===== config.mk =====
export PLATFORM = sky130hd
export DESIGN_NAME = uab_top
export DESIGN_NICKNAME = d
export VERILOG_FILES = /design/src/rtl/uab_pkg.sv /design/src/rtl/uab_top.sv
export VERILOG_INCLUDE_DIRS = /design/src /design/src/rtl
export SDC_FILE = /design/constraint.sdc
export NUM_CORES = 1
export LEC_CHECK = 0
export BUFFER_PORTS_ARGS = -buffer_cell sky130_fd_sc_hd__buf_4
export CAP_MARGIN = 40
export CORE_MARGIN = 5
export CORE_UTILIZATION = 40
export CTS_CLUSTER_SIZE = 40
export DETAILED_ROUTE_END_ITERATION = 10
export PLACE_DENSITY = 0.59
export SLEW_MARGIN = 25
export SYNTH_ARGS = -nofsm -noshare
export SYNTH_HDL_FRONTEND = slang
export SYNTH_SLANG_ARGS = --single-unit

===== constraint.sdc =====
create_clock -name clk_i -period 2.4 [get_ports clk_i]
set_input_delay 0.36 -clock clk_i [delete_from_list [all_inputs] [get_ports clk_i]]
set_output_delay 0.36 -clock clk_i [all_outputs]
set_load 0.05 [all_outputs]

===== src/rtl/uab_defs.svh =====
// constants for the autobaud serial transmitter slice
// assumes a 32-bit classic wishbone bus with word addressing on adr[4:2]
`ifndef UAB_DEFS_SVH
`define UAB_DEFS_SVH

// ----------------------------------------
// register word index
// ----------------------------------------
`define UAB_IX_TXSC 3'h0
`define UAB_IX_RXSC 3'h1
`define UAB_IX_BCTL 3'h2
`define UAB_IX_TXB 3'h3
`define UAB_IX_DIVH 3'h4
`define UAB_IX_DIVL 3'h5
`define UAB_IX_STAT 3'h6
`define UAB_IX_RXD 3'h7

// ----------------------------------------
// field positions
// ----------------------------------------
`define UAB_B_NINE 6
`define UAB_B_TRANSMIT_ENABLE 5
`define UAB_B_SYNC 4
`define UAB_B_HIGH_SPEED_BAUD_SELECT 2
`define UAB_B_SHIFT_REGISTER_EMPTY 1
`define UAB_B_TRANSMIT_NINTH_BIT 0
`define UAB_B_SERIAL_PORT_ENABLE 7
`define UAB_B_OVF 7
`define UAB_B_WIDE_DIVISOR_SELECT 3
`define UAB_B_WUE 1
`define UAB_B_AUTOBAUD_ENABLE 0

// ----------------------------------------
// reset values and timing counts
// ----------------------------------------
`define UAB_RST_BYTE 8'h00
`define UAB_RST_DIV 16'h0000
`define UAB_ABD_DIV_SLOW 9'h1FF
`define UAB_ABD_DIV_MID 9'h07F
`define UAB_ABD_DIV_FAST 9'h01F
`define UAB_OVS_X16 6'h0F
`define UAB_OVS_X64 6'h3F
`define UAB_BITS_8 4'h9
`define UAB_BITS_9 4'hA
`define UAB_EDGE_LAST 3'h3

`endif


===== src/rtl/uab_pkg.sv =====
// types for the autobaud serial transmitter slice
// state encodings are set here; the other numeric constants are in uab_defs.svh
package uab_pkg;

  // measurement sequencer states
  typedef enum logic [1:0] {
    UAB_AB_OFF = 2'b00,
    UAB_AB_START = 2'b01,
    UAB_AB_FIRST = 2'b10,
    UAB_AB_COUNT = 2'b11
  } uab_ab_e;

endpackage : uab_pkg


===== src/rtl/uab_top.sv =====
// autobaud measurement, frame format and transmit path of a serial port
// assumes classic wishbone master on clk_i, async rx pin, and a neighbour
// receiver on the same clock supplying received data and a done pulse
//
// What this block does
// - measure only async mode with wake-enable clear
// - autobaud enable clears counter, waits start bit
// - counting starts at first rising rx edge
// - fifth rising edge leaves count, clears enable
// - counter wrap sets software-writable overflow flag
// - overflow keeps measuring, enable stays set
// - count clock Fosc/512, /128 or /32
// - both divisor bytes count as one 16-bit counter
// - receiver held idle while measuring
// - fifth edge sets receive flag, cleared by read
// - with wake enable, measure character after break
// - async NRZ frame: start, 8/9 data, stop
// - lsb first, shared format and rate
// - baud clock x16 or x64 of bit rate
// - no hardware parity, ninth bit from software
// - shifter reloads only after stop bit sent
// - transfer takes one cycle, sets buffer-empty flag
// - buffer-empty clears in second cycle after load
// - read-only shift-empty bit, no interrupt
// - transmit enable sets buffer-empty flag
//
// Our own choices: the Wishbone interface to the registers and the address map.
`include "uab_defs.svh"
`timescale 1ns/1ps
`default_nettype none

module uab_top (
  input wire logic clk_i,
  input wire logic rst_i,
  input wire logic cyc_i,
  input wire logic stb_i,
  input wire logic we_i,
  input wire logic [4:2] adr_i,
  input wire logic [3:0] sel_i,
  input wire logic [31:0] dat_i,
  output logic [31:0] dat_o,
  output logic ack_o,
  input wire logic rx_i,
  input wire logic [7:0] rcv_data_i,
  input wire logic rcv_done_i,
  output logic tx_o,
  output logic rx_hold_idle_o
);

  // ----------------------------------------
  // helpers
  // ----------------------------------------
  function automatic logic [8:0] abd_lim(input logic w, input logic h);
    case ({w, h})
      2'b00: abd_lim = `UAB_ABD_DIV_SLOW;
      2'b11: abd_lim = `UAB_ABD_DIV_FAST;
      default: abd_lim = `UAB_ABD_DIV_MID;
    endcase
  endfunction : abd_lim

  // ----------------------------------------
  // state
  // ----------------------------------------
  logic rx_m_r, rx_s_r, rx_d_r;
  logic ack_r;
  logic [31:0] dat_r;
  logic nine_r, transmit_enable_r, sync_r, high_speed_baud_select_r, transmit_ninth_bit_r, serial_port_enable_r;
  logic ovf_r, wide_divisor_select_r, wue_r, autobaud_enable_r, brk_low_r;
  logic [15:0] div_r;
  logic [7:0] txb_r;
  logic buf9_r, buf_full_r, tbe_r, tbe_clr_r;
  logic rflag_r;
  uab_pkg::uab_ab_e ab_r;
  logic [2:0] edges_r;
  logic [8:0] presc_r;
  logic [15:0] bcnt_r;
  logic [5:0] ovs_r;
  logic [9:0] tsr_r;
  logic [3:0] left_r;
  logic busy_r, tx_r, hold_r;

  // ----------------------------------------
  // decode
  // ----------------------------------------
  wire rise = rx_s_r & ~rx_d_r;
  wire fall = ~rx_s_r & rx_d_r;
  wire req = cyc_i & stb_i & ~ack_r;
  wire wr = req & we_i & sel_i[0];
  wire rd = req & ~we_i;
  wire wr_txsc = wr & (adr_i == `UAB_IX_TXSC);
  wire wr_rxsc = wr & (adr_i == `UAB_IX_RXSC);
  wire wr_bctl = wr & (adr_i == `UAB_IX_BCTL);
  // buffer writes during autobaud are dropped: no baud clock to send them
  wire wr_txb = wr & (adr_i == `UAB_IX_TXB) & ~autobaud_enable_r;
  wire wr_divh = wr & (adr_i == `UAB_IX_DIVH);
  wire wr_divl = wr & (adr_i == `UAB_IX_DIVL);
  wire rd_rxd = rd & (adr_i == `UAB_IX_RXD);
  wire [7:0] wd = dat_i[7:0];

  wire ab_ok = autobaud_enable_r & ~sync_r & ~wue_r;
  wire abd_set = wr_bctl & wd[`UAB_B_AUTOBAUD_ENABLE] & ~autobaud_enable_r;
  wire meas = (ab_r != uab_pkg::UAB_AB_OFF);
  wire counting = (ab_r == uab_pkg::UAB_AB_COUNT);
  wire [8:0] plim = abd_lim(wide_divisor_select_r, high_speed_baud_select_r);
  wire ptick = counting & (presc_r == plim);
  wire wrap = ptick & (div_r == 16'hFFFF);
  wire ab_done = counting & rise & (edges_r == `UAB_EDGE_LAST);
  wire wake = wue_r & fall;
  wire wake_end = wue_r & brk_low_r & rise;

  wire port_on = serial_port_enable_r & ~sync_r & transmit_enable_r;
  wire [15:0] blim = wide_divisor_select_r ? div_r : {8'h00, div_r[7:0]};
  wire btick = busy_r & ~meas & (bcnt_r == 16'h0000);
  wire [5:0] olim = (wide_divisor_select_r | high_speed_baud_select_r) ? `UAB_OVS_X16 : `UAB_OVS_X64;
  wire bit_tick = btick & (ovs_r == olim);
  wire xfer = buf_full_r & ~busy_r & port_on & ~meas;
  wire transmit_enable_rise = wr_txsc & wd[`UAB_B_TRANSMIT_ENABLE] & ~transmit_enable_r;

  // ----------------------------------------
  // read mux
  // ----------------------------------------
  logic [7:0] rmux;
  assign rmux =
    (adr_i == `UAB_IX_TXSC) ? {1'b0, nine_r, transmit_enable_r, sync_r, 1'b0,
                               high_speed_baud_select_r, ~busy_r, transmit_ninth_bit_r} :
    (adr_i == `UAB_IX_RXSC) ? {serial_port_enable_r, 7'h00} :
    (adr_i == `UAB_IX_BCTL) ? {ovf_r, 3'h0, wide_divisor_select_r, 1'b0, wue_r,
                               autobaud_enable_r} :
    (adr_i == `UAB_IX_TXB) ? txb_r :
    (adr_i == `UAB_IX_DIVH) ? div_r[15:8] :
    (adr_i == `UAB_IX_DIVL) ? div_r[7:0] :
    (adr_i == `UAB_IX_STAT) ? {5'h00, meas, rflag_r, tbe_r} :
    rcv_data_i;

  // ----------------------------------------
  // sequencer next state
  // ----------------------------------------
  uab_pkg::uab_ab_e ab_nxt;
  always_comb begin
    ab_nxt = ab_r;
    case (ab_r)
      uab_pkg::UAB_AB_OFF: begin
        if (ab_ok) ab_nxt = uab_pkg::UAB_AB_START;
      end
      uab_pkg::UAB_AB_START: begin
        if (!ab_ok) ab_nxt = uab_pkg::UAB_AB_OFF;
        else if (fall) ab_nxt = uab_pkg::UAB_AB_FIRST;
      end
      uab_pkg::UAB_AB_FIRST: begin
        if (!ab_ok) ab_nxt = uab_pkg::UAB_AB_OFF;
        else if (rise) ab_nxt = uab_pkg::UAB_AB_COUNT;
      end
      uab_pkg::UAB_AB_COUNT: begin
        if (!ab_ok || ab_done) ab_nxt = uab_pkg::UAB_AB_OFF;
      end
      default: ab_nxt = uab_pkg::UAB_AB_OFF;
    endcase
  end

  // divisor doubles as the measurement counter
  logic [15:0] div_nxt;
  always_comb begin
    div_nxt = div_r;
    if (wr_divh) div_nxt[15:8] = wd;
    if (wr_divl) div_nxt[7:0] = wd;
    if (abd_set) div_nxt = `UAB_RST_DIV;
    else if (ptick) div_nxt = div_r + 16'h0001;
  end

  // ----------------------------------------
  // pin sync and bus
  // ----------------------------------------
  always_ff @(posedge clk_i) begin
    rx_m_r <= rx_i;
    rx_s_r <= rx_m_r;
    rx_d_r <= rx_s_r;
  end

  always_ff @(posedge clk_i) begin
    if (rst_i) begin
      ack_r <= 1'b0;
      dat_r <= 32'h0000_0000;
    end else begin
      ack_r <= req;
      if (rd) dat_r <= {24'h00_0000, rmux};
    end
  end

  // ----------------------------------------
  // control registers
  // ----------------------------------------
  always_ff @(posedge clk_i) begin
    if (rst_i) begin
      {nine_r, transmit_enable_r, sync_r, high_speed_baud_select_r, transmit_ninth_bit_r, serial_port_enable_r} <= 6'h00;
      {wide_divisor_select_r, wue_r, brk_low_r} <= 3'h0;
      txb_r <= `UAB_RST_BYTE;
      div_r <= `UAB_RST_DIV;
    end else begin
      if (wr_txsc) begin
        nine_r <= wd[`UAB_B_NINE];
        transmit_enable_r <= wd[`UAB_B_TRANSMIT_ENABLE];
        sync_r <= wd[`UAB_B_SYNC];
        high_speed_baud_select_r <= wd[`UAB_B_HIGH_SPEED_BAUD_SELECT];
        transmit_ninth_bit_r <= wd[`UAB_B_TRANSMIT_NINTH_BIT];
      end
      if (wr_rxsc) serial_port_enable_r <= wd[`UAB_B_SERIAL_PORT_ENABLE];
      if (wr_bctl) wide_divisor_select_r <= wd[`UAB_B_WIDE_DIVISOR_SELECT];
      // wake enable drops itself when the break ends
      if (wake_end) wue_r <= 1'b0;
      else if (wr_bctl) wue_r <= wd[`UAB_B_WUE];
      if (!wue_r) brk_low_r <= 1'b0;
      else if (wake) brk_low_r <= 1'b1;
      if (wr_txb) txb_r <= wd;
      div_r <= div_nxt;
    end
  end

  // ----------------------------------------
  // autobaud sequencer
  // ----------------------------------------
  always_ff @(posedge clk_i) begin
    if (rst_i) begin
      ab_r <= uab_pkg::UAB_AB_OFF;
      autobaud_enable_r <= 1'b0;
      ovf_r <= 1'b0;
      edges_r <= 3'h0;
      presc_r <= 9'h000;
      hold_r <= 1'b0;
    end else begin
      ab_r <= ab_nxt;
      hold_r <= (ab_nxt != uab_pkg::UAB_AB_OFF);
      if (ab_done) autobaud_enable_r <= 1'b0;
      else if (wr_bctl) autobaud_enable_r <= wd[`UAB_B_AUTOBAUD_ENABLE];
      // hardware set beats a software clear in the same cycle
      ovf_r <= wrap | (wr_bctl ? wd[`UAB_B_OVF] : ovf_r);
      if (!counting) edges_r <= 3'h0;
      else if (rise) edges_r <= edges_r + 3'h1;
      presc_r <= (!counting || ptick) ? 9'h000 : presc_r + 9'h001;
    end
  end

  // ----------------------------------------
  // receive flag
  // ----------------------------------------
  always_ff @(posedge clk_i) begin
    if (rst_i) rflag_r <= 1'b0;
    else if (ab_done | wake | rcv_done_i) rflag_r <= 1'b1;
    else if (rd_rxd) rflag_r <= 1'b0;
  end

  // ----------------------------------------
  // transmit buffer and empty flag
  // ----------------------------------------
  always_ff @(posedge clk_i) begin
    if (rst_i) begin
      buf_full_r <= 1'b0;
      buf9_r <= 1'b0;
      tbe_r <= 1'b0;
      tbe_clr_r <= 1'b0;
    end else begin
      // ninth bit is latched with the data, so set it first
      if (wr_txb) buf9_r <= transmit_ninth_bit_r;
      if (wr_txb) buf_full_r <= 1'b1;
      else if (xfer) buf_full_r <= 1'b0;
      // clearing lags the load by one cycle, as seen by software
      tbe_clr_r <= wr_txb;
      if (xfer | transmit_enable_rise) tbe_r <= 1'b1;
      else if (tbe_clr_r) tbe_r <= 1'b0;
    end
  end

  // ----------------------------------------
  // baud generator and shifter
  // ----------------------------------------
  always_ff @(posedge clk_i) begin
    if (rst_i) begin
      bcnt_r <= 16'h0000;
      ovs_r <= 6'h00;
      tsr_r <= 10'h3FF;
      left_r <= 4'h0;
      busy_r <= 1'b0;
      tx_r <= 1'b1;
    end else if (!port_on) begin
      busy_r <= 1'b0;
      tx_r <= 1'b1;
      left_r <= 4'h0;
    end else if (xfer) begin
      tsr_r <= {1'b1, nine_r ? buf9_r : 1'b1, txb_r};
      left_r <= nine_r ? `UAB_BITS_9 : `UAB_BITS_8;
      busy_r <= 1'b1;
      tx_r <= 1'b0;
      bcnt_r <= blim;
      ovs_r <= 6'h00;
    end else if (busy_r && !meas) begin
      bcnt_r <= btick ? blim : bcnt_r - 16'h0001;
      if (btick) ovs_r <= (ovs_r == olim) ? 6'h00 : ovs_r + 6'h01;
      if (bit_tick) begin
        if (left_r != 4'h0) begin
          tx_r <= tsr_r[0];
          tsr_r <= {1'b1, tsr_r[9:1]};
          left_r <= left_r - 4'h1;
        end else begin
          busy_r <= 1'b0;
        end
      end
    end
  end

  assign dat_o = dat_r;
  assign ack_o = ack_r;
  assign tx_o = tx_r;
  assign rx_hold_idle_o = hold_r;
endmodule : uab_top

`default_nettype wire


# Yosys cells after proc, flatten, opt, wreduce, memory -nomap -nowiden
# Index checks and enable logic that the tools add are counted.
[totals]
register_bits = 105
input_bits = 54
out_inout_bits = 35
word_cells = 195
[op_classes]
n_addsub = 6
eq_ne = 16
mux = 52
n_bitwise = 53
reduce_logical = 34
[ops]
columns = ["operator", "count"]
rows = [
  ["two-way mux 16 bit", 5],
  ["two-way mux 8 bit", 9],
  ["two-way mux 10 bit", 4],
  ["bitwise AND 1 bit", 36],
  ["two-way mux 6 bit", 5],
  ["nonzero test 2 bit", 11],
  ["one-hot mux 9 bit (2 select lines)", 1],
  ["adder 16 x 1 -> 16 bit, second input constant", 1],
  ["equality test 16 bit, second input constant", 1],
  ["logical NOT 16 bit", 1],
  ["two-way mux 1 bit", 16],
  ["two-way mux 4 bit", 4],
  ["subtractor 16 x 1 -> 16 bit, second input constant", 1],
  ["two-way mux 2 bit", 7],
  ["OR reduction 2 bit", 7],
  ["equality test 3 bit, second input constant", 4],
  ["inverter 1 bit", 12],
  ["adder 9 x 1 -> 9 bit, second input constant", 1],
  ["equality test 3 x 2 -> 1 bit, second input constant", 3],
  ["equality test 9 bit", 1],
  ["AND reduction 3 bit", 3],
  ["one-hot mux 2 bit (4 select lines)", 1],
  ["adder 6 x 1 -> 6 bit, second input constant", 1],
  ["equality test 2 bit, second input constant", 3],
  ["15 further kinds", 23],
]

# Depth between registers and ports, before layout
# Gate-level depths: netlist of the first run.
[logic_depth]
word_depth = 9
ltp_mapped = 8
depth_no_buf = 7

# Worst setup path after synthesis of the first run
# No wires, ideal clock.
[synth_path]
kind = "register -> register"
from = "reg bcnt_r[6]"
to = "reg bcnt_r[13]"
setup_ns = 0.092
t_arrival_ns = 1.985
required_ns = 2.308
setup_slack_ns = 0.322
stages_incl_launch_ff = 6
path_buffers = 0
period_less_slack_ns = 2.078
path_cell_list = "dfxtp_1 -> or4_4 -> or3_4 -> o21ai_2 -> mux2_2 -> o32ai_1"
[synth_via]
elab_chain_len = 5
word_cells_on_any_way = 6
classes_between = "add/sub (1); mux (3); bitwise (1); reduce/logical (1)"
[synth_lines]
columns = ["element", "line_no", "source"]
rows = [
  ["start: declaration", "uab_top.sv:76", "logic [15:0] bcnt_r;"],
  ["start signal: assignment", "uab_top.sv:292", "bcnt_r <= blim;"],
  ["start signal: assignment", "uab_top.sv:295", "bcnt_r <= btick ? blim : bcnt_r - 16'h0001;"],
  ["parallel branches: the longest is 2 deep, another holds subtractor 16 x 1 -> 16 bit", "n/a", ""],
  ["two-way mux 16 bit *", "uab_top.sv:295", ""],
  ["two-way mux 16 bit *", "uab_top.sv:294", "end else if (busy_r && !meas) begin"],
  ["two-way mux 16 bit *", "uab_top.sv:287", "end else if (xfer) begin"],
]
# Mark *: on every way between the ends. The select of a mux whose other input is x is not followed.
# A chain may end at the register's enable or synchronous reset.

# Worst setup path after layout of the first run
[layout_path]
from = "reg bcnt_r[0]"
to = "reg bcnt_r[12]"
# The elaborated chain is that of the path after synthesis.

==> results of run 1 <==
[layout make-up]
class / count / area, sq um
clock buffers: 9 / 225
flip-flops and latches: 104 / 2080
inverters: 22 / 82.6
multi-input cells: 546 / 3520
clock inverters: 6 / 51.3
repair buffers: 76 / 583
fillers: 1412 / 7810
well taps: 184 / 230
[layout by cell type (no fill, tap or decap), drive strengths merged, types with 15 or more instances in the layout]
cell	instances
mux2i	33
nand3	43
dfxtp	104
a21oi	53
nor3	23
o21ai	22
conb	24
nand2	53
inv	26
buf	76
nor2	68
mux2	19
a211oi	15
[flip-flops by register name (all words and copies together) (netlist names), 2 cells and up]
| register | cells |
|---|---|
| left_r | 4 |
| bcnt_r | 16 |
| presc_r | 9 |
| ab_r | 2 |
| dat_o | 8 |
| div_r | 16 |
| txb_r | 8 |
| ovs_r | 6 |
| edges_r | 3 |
| tsr_r | 9 |
[kinds of logic (layout without fill, tap and decap cells)]
group,count (synthesis),in the layout,synth area share [%]
other cells,1,24,0.0628
compound gates,175,175,19.9
flops,104,104,34.9
xor+xnor,9,9,1.32
fa+ha+maj,9,9,1.89
mux,55,55,10.2
simple gates,274,274,23.9
buf+inv,94,113,7.75
[through the flow]
stage | setup WS, ns | util [%] | area [sq um] | cells | power [mW]
floorplan | 0.322 | - | 6060 | 744 | 2.00
global placement | 0.204 | 44.5 | 6490 | 932 | 2.05
detailed placement | 0.149 | 44.5 | 6490 | 932 | 2.05
CTS | 0.135 | 46.4 | 6770 | 947 | 3.49
global route | 0.0140 | 46.5 | 6780 | 947 | 3.57
finish | 0.171 | 46.5 | 6780 | 947 | 3.47
[layer usage]
layer / vias up / track usage (%)
met5: - / 0
met1: 2620 / 27.0
li1: 2658 / -
met4: 0 / 4.52
met2: 186 / 30.6
met3: 21 / 3.93
[how the worst min path moves through the flow]
stage               startpoint     end  slack, ns  cells after the start
detailed placement      rx_m_r  rx_s_r       0.31                      0
finish                    rx_i  rx_m_r       0.09                      1
global placement        rx_m_r  rx_s_r       0.31                      0
global route              rx_i  rx_m_r       0.08                      1
CTS                       rx_i  rx_m_r       0.08                      1
floorplan               rx_m_r  rx_s_r       0.31                      0
[power groups by stage]
stage | sequential [mW] | combinational (mW) | clock [mW]
finish | 1.74 | 0.273 | 1.45
global route | 1.75 | 0.287 | 1.54
CTS | 1.74 | 0.269 | 1.48
detailed placement | 1.79 | 0.269 | 0
global placement | 1.78 | 0.268 | 0
floorplan | 1.80 | 0.204 | 0
[timing repair]
| item | CTS | global route |
|---|---|---|
| endpoints found under the hold margin | 0 | 0 |
| setup endpoints to repair | 0 | 4 |
| gates resized for setup | 0 | 1 |
[worst max-delay path, delay by kind of cell (launching register included)]
| kind | cells | cell delay [ns] |
|---|---|---|
| buf+inv | 1 | 0.12 |
| fa+ha+maj | 1 | 0.21 |
| simple gates | 2 | 0.94 |
| flops | 1 | 0.33 |
| compound gates | 3 | 0.53 |
==> run_results.csv, run 1 <==
group,metric,value,unit
pwr,cellInternalPower,2.52,mW
final_layout,diodes,0,
synthesis,synth_largest_area_cell,"sky130_fd_sc_hd__dfxtp_1",
run,cap_viol_max_count,0,
die,floorplan.initialDensity,40.9,%
place,placement.io_buffers,37,
grt,grt_use_total,19.3,%
synthesis,synth_async_sr_flop_share,0,%
synthesis,postSynthAreaPerCell,8.28,sq um
timing,worst_pin_slew,0.625,ns
clock_network,clock_sinks,104,
pwr,seq_power_share,50.3,%
clock_network,post_cts_hold_buffer_count,0,
grt,pin_count_of_the_biggest_net_entering_global_routing,62,
timing,fmaxAchievable,449,MHz
clock_network,cts.path.max_buffers,2,
clock_network,cts_buffers,9,
timing,finClkSkew,0.00820,ns
clock_network,tritoncts,"yes",
timing,grt_setup_unrepaired,"no",
setup_path,cp_slowest_cell,"sky130_fd_sc_hd__or3b_2",
timing,post_layout_min_period,2.23,ns
timing,finalSetupViolations,0,
setup_path,worstSetupEndpoint,"bcnt_r[12]",
setup_path,startpoint_of_the_most_critical_register_to_register_path,"bcnt_r[0]",
clock_network,ctsRootBufferMaster,"sky130_fd_sc_hd__clkbuf_16",
synthesis,synth_warnings,0,
synthesis,synth_cell_types,67,
setup_path,startpoint,"bcnt_r[0]",
die,std_cell_rows,44,
synthesis,post_synth_instance_area,5970,sq um
drt,drt_iter0_drc,581,
synthesis,synth-seq-cells,104,
drt,avgViaCountPerCell,5.79,
timing,summed_negative_setup_slack_over_all_endpoints,0,ns
die,die_area,17500,sq um
synthesis,ys_seq_area_share,34.9,%
synthesis,synthMostInstantiatedCell,"sky130_fd_sc_hd__dfxtp_1",
die,ios,89,
setup_path,required,2.67,ns
die,die_w,132,um
synthesis,netlist_top_cells_area,"sky130_fd_sc_hd__dfxtp_1 35%, sky130_fd_sc_hd__mux2i_1 5.5%, sky130_fd_sc_hd__a21oi_1 4.4%, sky130_fd_sc_hd__nor2_1 4.2%, sky130_fd_sc_hd__nand3_1 3.6%",
grt,vias_in_the_first_global_route,5225,
clock_network,clock_latency,0.37,ns
setup_path,crit_path_start_kind,"flip-flop",
die,die_h,132,um
place,gpl.final_weighted_congestion,0.931,
grt,first_pass_grt_wire_length,27500,um
setup_path,cpPeakStageDelay,0.50,ns
pwr,power.net_switching,0.944,mW
setup_path,worst_ep_arrival_time,2.50,ns
timing,whs,0.0906,ns
place,place_hpwl,12600,um
setup_path,worst_reg_to_reg_path_cell_count,7,
pwr,p_leak,2.59,nW
drt,dr_wl_met3,986,um
drt,route.detailed.drc,0,
timing,timing_hold_violations_final,0,
clock_network,post_cts.repair.setup_buffers,0,
setup_path,path_cells,"inv_1, ha_1, or3b_2, or3_1, a21oi_1, o21ai_0, a221oi_1",
drt,maxUsedRoutingLayer,"met4",
pwr,power_switching_share,27.2,%
hold_path,worstHoldPathType,"in -> reg",
final_layout,flow.area_growth_from_synthesis,13.5,%
synthesis,post_synth_inst_count,721,
drt,detailed_router_iteration_count_before_antenna_repair,5,
pwr,power.clock.fraction,41.8,%
setup_path,critical_path_class,"reg -> reg",
setup_path,r2r_end,"bcnt_r[12]",
setup_path,cp-end-kind,"flip-flop",
pwr,pwr-share-comb,7.9,%
clock_network,h-tree-depth,3,
timing,final.period_utilization,92.9,%
timing,timing.max_slew.rel_slack,57.3,%
timing,final-max-slew-violation-count,0,
drt,route.final.wire_length,17000,um
synthesis,netlist.area_leader.share,34.9,%
drt,wl_per_cell,18.0,um
clock_network,clkTransAtPathRegs,0.08,ns
status,status,"completed",
drt,wl_met2,7780,um
grt,grt_remaining_overflow,0,
synthesis,synth_commonest_cells,"104 x sky130_fd_sc_hd__dfxtp_1, 67 x sky130_fd_sc_hd__nor2_1, 53 x sky130_fd_sc_hd__nand2_1",
final_layout,nNetsFinal,822,
drt,route.antenna.remaining_nets,0,
setup_path,r2r_slack,0.17,ns
grt,antenna_found_initial,0,
synthesis,synth_ff_type,"sky130_fd_sc_hd__dfxtp_1",
final_layout,drive_above_1_share,17.8,%
drt,met1Wirelength,8030,um
die,std_cell_core_area,14600,sq um
synthesis,synth-edff-count,0,
pwr,powerDensity,512,nW/um^2
pwr,max-vdd-ir-drop,344,uV
drt,num_vias,5485,
setup_path,largest_driver_fanout_on_the_critical_path,5,
No activity file was read; power rests on OpenSTA's default activity.
==> inputs of run 2 (changes only) <==
Settings changed: CORE_UTILIZATION 40 to 25, PLACE_DENSITY 0.59 to 0.41, SETUP_SLACK_MARGIN set to 0.5.
Clock period 2.4 ns to 2.8 ns, I/O delays scaled along.
==> run 2 against run 1 <==
Effect of this change: clock skew is 0.0059 ns higher; first-iteration DRC count is 45% lower; worst hold slack better by 0.066 ns; non-clock buffer count is 2 lower; global-route usage is 5.2 points lower; critical path depth is 2 lower; worst setup slack better by 0.41 ns; sequential share of layout area is 1.0 points lower; final cell count is 14% higher; combinational power is 13% lower; critical path type unchanged; critical endpoint is now left_r[2]; largest power group unchanged; highest routed layer unchanged.
==> run_results.csv, run 2 (synthesis results as in run 1) <==
group,metric,value,unit
status,status,"completed",
drt,route.antenna.remaining_nets,0,
final_layout,registers_with_the_most_flip_flops,"bcnt_r (16), div_r (16)",
setup_path,critical_path_class,"reg -> reg",
die,die_area,27100,sq um
setup_path,cp-end-kind,"flip-flop",
die,std_cell_rows,56,
drt,detailed_router_iteration_count_before_antenna_repair,4,
setup_path,largest_driver_fanout_on_the_critical_path,8,
setup_path,cp_slowest_cell,"sky130_fd_sc_hd__or4_4",
grt,vias_in_the_first_global_route,4978,
place,placement.io_buffers,37,
grt,first_pass_grt_wire_length,29400,um
final_layout,drive_above_1_share,18.9,%
place,gpl.final_weighted_congestion,0.780,
setup_path,cpPeakStageDelay,0.55,ns
pwr,p_leak,2.59,nW
timing,finClkSkew,0.0141,ns
die,std_cell_core_area,23500,sq um
drt,num_vias,5258,
pwr,max-vdd-ir-drop,248,uV
place,postPlaceCellArea,6600,sq um
final_layout,commonest_non_fill_non_tap_cells_in_the_layout,"103 x sky130_fd_sc_hd__dfxtp_1, 71 x sky130_fd_sc_hd__buf_4, 67 x sky130_fd_sc_hd__nor2_1, 53 x sky130_fd_sc_hd__nand2_1, 51 x sky130_fd_sc_hd__a21oi_1",
final_layout,area_used_by_multi_input_combinational_logic,3580,sq um
clock_network,tritoncts,"yes",
clock_network,clock_sinks,104,
place,dpl_worst_slack,0.432,ns
clock_network,cts_buffers,9,
drt,route.final.wire_length,19100,um
clock_network,clock_latency,0.36,ns
timing,fmaxAchievable,452,MHz
clock_network,cts.path.max_buffers,2,
die,die_w,165,um
setup_path,required,3.08,ns
clock_network,ctsRootBufferMaster,"sky130_fd_sc_hd__clkbuf_16",
pwr,powerDensity,439,nW/um^2
grt,busiest_layer,"met2",
final_layout,final_common_cell,"sky130_fd_sc_hd__dfxtp_1",
place,place_hpwl,14100,um
run,cap_viol_max_count,0,
grt,grt_util_met2,22.3,%
timing,whs,0.156,ns
die,floorplan.initialDensity,25.4,%
timing,finalSetupViolations,0,
timing,final.period_utilization,79.1,%
timing,summed_negative_setup_slack_over_all_endpoints,0,ns
grt,grt_remaining_overflow,0,
timing,timing_hold_violations_final,0,
timing,final-max-slew-violation-count,0,
grt,fraction_of_met1_tracks_used_by_global_routing,20.2,%
grt,grt_use_total,14.0,%
drt,drt_iter0_drc,320,
grt,gr-usage-met3,2.27,%
final_layout,layout.core_utilization,29.9,%
grt,antenna_found_initial,0,
timing,timing.max_slew.rel_slack,51.3,%
timing,timing.final.ws_setup,0.586,ns
final_layout,diodes,0,
setup_path,crit_path_start_kind,"flip-flop",
die,die_h,165,um
drt,wl_per_cell,17.6,um
setup_path,path_cells,"or4_4, nor3_4, a41oi_4, or4_1, a211oi_1",
setup_path,critical_path.n_buffers_inverters,0,
clock_network,post_cts_hold_buffer_count,0,
final_layout,flow.area_growth_from_synthesis,17.5,%
drt,route.detailed.drc,0,
final_layout,final_area,7020,sq um
timing,grt_setup_unrepaired,"yes",
timing,worst_pin_slew,0.712,ns
clock_network,h-tree-depth,3,
timing,post_layout_min_period,2.21,ns
setup_path,worst_ep_arrival_time,2.49,ns
setup_path,critical-path-top-delay-family,"simple AND/OR/NAND/NOR gates",
final_layout,seqCellArea,2080,sq um
final_layout,nNetsFinal,820,
die,ios,89,
clock_network,clkTransAtPathRegs,0.08,ns
drt,avgViaCountPerCell,4.86,
grt,pin_count_of_the_biggest_net_entering_global_routing,48,
hold_path,worstHoldPathType,"in -> reg",
final_layout,layout.filler_cells,2526,
## run 2: cell count changes in the layout (fill, tap and decap cells not counted), moves of 2 or more
cell,previous run,this run
sky130_fd_sc_hd__inv_6,3,0
sky130_fd_sc_hd__buf_4,75,71
sky130_fd_sc_hd__buf_6,0,3
sky130_fd_sc_hd__clkinvlp_4,0,2
## run 2: where the power goes
part           internal, mW  leakage (nW)  total, mW  switching [mW]
registers              1.49         0.840       1.50         0.00895
logic                0.0607          1.61      0.237           0.177
clock network         0.728         0.144       1.35           0.623
## run 2: cell type report
class / instances / share of cell area (%)
inverters: 22 / 1.18
repair buffers: 74 / 8.08
well taps: 319 / 5.69
multi-input cells: 546 / 51.0
flip-flops and latches: 104 / 29.7
clock buffers: 11 / 3.46
clock inverters: 5 / 0.927
## run 2: final timing paths
kind,slack (ns),from,cells after the start,to
setup / recovery,0.59,bcnt_r[7],5,left_r[2]
hold reg to reg,0.35,rx_m_r,0,rx_s_r
hold / removal,0.16,rx_i,1,rx_m_r
setup reg to reg,0.59,bcnt_r[7],5,left_r[2]
## run 2: layer usage
metal,vias to the layer above,part of all wire [%]
li1,2651,-
met1,2505,51
met2,92,46
met3,10,3.0
met4,0,0.79
met5,-,0
## run 2: timing repair
item | CTS | global route
buffers inserted | 3 | 2
pin swaps | 3 | 3
hold endpoints to repair | 0 | 0
setup endpoints to repair | 15 | 27
resized for setup | 6 | 11
## run 2: stage by stage
stage               std cells  power (mW)
detailed placement       1060        1.77
floorplan                 744        1.71
finish                   1081        3.08
CTS                      1079        3.12
global placement         1059        1.77
global route             1081        3.19
## run 2: worst reg2reg max path: stages (launching register included)
cell                       delay, ns
sky130_fd_sc_hd__dfxtp_2        0.35
sky130_fd_sc_hd__or4_4          0.55
sky130_fd_sc_hd__nor3_4         0.28
sky130_fd_sc_hd__a41oi_4        0.23
sky130_fd_sc_hd__or4_1          0.51
sky130_fd_sc_hd__a211oi_1       0.22
==> inputs of run 3 (changes only) <==
Settings changed: PLACE_DENSITY 0.41 to 0.43.
Clock period 2.8 ns to 1.9 ns, I/O delays scaled along.
==> run 3 against run 2 <==
Effect of this change: the run now ends with setup timing left; routed wire length rose by 8.5%; die area did not move; sequential power rose by 47%; via count rose by 11%; global-route usage rose by 1.4 points; worst hold slack improved by 0.057 ns; core utilization rose by 7.4 points.
==> run_results.csv, run 3 (synthesis results as in run 1) <==
group,metric,value,unit
status,status,"complete, but fails checks",
status,violations,"setup timing",
place,gpl.final_weighted_congestion,0.805,
timing,final.period_utilization,110,%
setup_path,cpPeakStageDelay,0.57,ns
clock_network,tritoncts,"yes",
clock_network,clock_latency,0.36,ns
grt,first_pass_grt_wire_length,32200,um
clock_network,h-tree-depth,3,
grt,antenna_found_initial,0,
grt,vias_in_the_first_global_route,5547,
final_layout,fin_cells,1188,
timing,post_layout_min_period,2.10,ns
drt,detailed_router_iteration_count_before_antenna_repair,5,
final_layout,drive_above_1_share,41.3,%
timing,timing.final.ws_setup,-0.197,ns
timing,grt_setup_unrepaired,"yes",
pwr,powerDensity,514,nW/um^2
place,place_hpwl,15100,um
clock_network,cts.path.max_buffers,2,
die,die_h,165,um
grt,grt_remaining_overflow,0,
setup_path,largest_driver_fanout_on_the_critical_path,5,
timing,timing_hold_violations_final,0,
setup_path,worst_ep_arrival_time,2.38,ns
hold_path,worstHoldPathType,"in -> reg",
die,die_area,27100,sq um
drt,avgViaCountPerCell,4.91,
final_layout,commonest_non_fill_non_tap_cells_in_the_layout,"139 x sky130_fd_sc_hd__buf_4, 89 x sky130_fd_sc_hd__dfxtp_1, 60 x sky130_fd_sc_hd__nor2_1, 50 x sky130_fd_sc_hd__nand2_1, 33 x sky130_fd_sc_hd__a21oi_1",
drt,drt_iter0_drc,263,
final_layout,final_common_cell,"sky130_fd_sc_hd__buf_4",
setup_path,required,2.18,ns
die,die_w,165,um
setup_path,cp_slowest_cell,"sky130_fd_sc_hd__or4_4",
pwr,p_leak,3.35,nW
drt,route.detailed.drc,0,
place,placed_cells,1133,
final_layout,nNetsFinal,927,
pwr,max-vdd-ir-drop,352,uV
die,std_cell_rows,56,
drt,route.antenna.remaining_nets,0,
final_layout,registers_with_the_most_flip_flops,"bcnt_r (16), div_r (16)",
drt,wl_per_cell,17.4,um
clock_network,clkTransAtPathRegs,0.08,ns
drt,num_vias,5828,
timing,fmaxAchievable,477,MHz
drt,route.final.wire_length,20700,um
setup_path,critical_path_class,"reg -> reg",
clock_network,clock_sinks,104,
final_layout,diodes,0,
setup_path,cp-end-kind,"flip-flop",
die,floorplan.initialDensity,25.4,%
setup_path,path_cells,"or4_4, nor3_4, a41oi_4, buf_4, or4_1, a31oi_1",
timing,final-max-slew-violation-count,0,
grt,pin_count_of_the_biggest_net_entering_global_routing,29,
setup_path,crit_path_start_kind,"flip-flop",
grt,grt_use_total,15.4,%
timing,finClkSkew,0.00998,ns
timing,summed_negative_setup_slack_over_all_endpoints,-3.42,ns
clock_network,ctsRootBufferMaster,"sky130_fd_sc_hd__clkbuf_16",
pwr,totalPowerFinal,4.50,mW
final_layout,flow.area_growth_from_synthesis,46.6,%
place,placement.io_buffers,37,
run,cap_viol_max_count,0,
clock_network,cts_buffers,9,
die,std_cell_core_area,23500,sq um
die,ios,89,
timing,finalSetupViolations,36,
[run 3: cell types whose count changed in the layout (fill, tap and decap cells not counted), moves of 11 or more]
cell / previous run / this run
sky130_fd_sc_hd__a21oi_1: 51 / 33
sky130_fd_sc_hd__a21oi_2: 2 / 18
sky130_fd_sc_hd__buf_4: 71 / 139
sky130_fd_sc_hd__buf_6: 3 / 28
sky130_fd_sc_hd__dfxtp_1: 103 / 89
sky130_fd_sc_hd__mux2_2: 19 / 8
sky130_fd_sc_hd__mux2_4: 0 / 11
sky130_fd_sc_hd__nand3_1: 42 / 28
sky130_fd_sc_hd__nor3_1: 19 / 7
[run 3: through the flow]
stage          util, %  hold WS [ns]  setup slack (ns)  instance area, sq um
6_report          37.3         0.214            -0.197                  8750
3_5_place_dp      31.5         0.312            -0.213                  7400
3_3_place_gp      31.5         0.313            -0.209                  7400
4_1_cts           35.7       0.00126            -0.201                  8370
5_1_grt           37.3         0.216            -0.283                  8750
2_1_floorplan        -         0.310            -0.114                  6390
[run 3: repair_timing]
| item | in CTS | in global routing |
|---|---|---|
| hold endpoints to repair | 0 | 1 |
| hold buffers | 0 | 1 |
| endpoints found under the setup margin | 84 | 87 |
| buffers inserted | 24 | 12 |
| gates resized for setup | 110 | 57 |
| cloned | 2 | 0 |
| pin swaps | 36 | 27 |
[run 3: power breakdown]
group / switching (mW) / total [mW] / internal [mW]
Clock: 0.960 / 1.89 / 0.928
Combinational: 0.295 / 0.417 / 0.121
Sequential: 0.0119 / 2.20 / 2.19
[run 3: final timing paths]
check	from	endpoint	cells after the start	slack [ns]
setup reg to reg	bcnt_r[6]	left_r[3]	6	-0.20
setup / recovery	bcnt_r[6]	left_r[3]	6	-0.20
hold / removal	rcv_done_i	rflag_r	3	0.21
hold reg to reg	rx_m_r	rx_s_r	0	0.33
[run 3: worst max-delay path, delay by kind of cell, from the launching register on]
family          cells  cell delay [ns]
compound gates      2             0.35
buf+inv             1             0.17
flops               1             0.32
simple gates        3             1.18
[run 3: final cells by class]
| type | instances | area, sq um |
|---|---|---|
| well taps | 319 | 399 |
| inverters | 22 | 82.6 |
| repair buffers | 181 | 1630 |
| multi-input cells | 546 | 4250 |
| flip-flops and latches | 104 | 2110 |
| clock inverters | 6 | 57.6 |
| clock buffers | 10 | 229 |
| fillers | 2415 | 14700 |
[run 3: routing by layer]
metal | vias up | wire, um | track usage [%]
li1 | 2883 | - | -
met1 | 2811 | 9840 | 21.9
met2 | 113 | 9710 | 24.7
met3 | 21 | 819 | 2.50
met4 | 0 | 324 | 3.36
met5 | - | 0 | 0
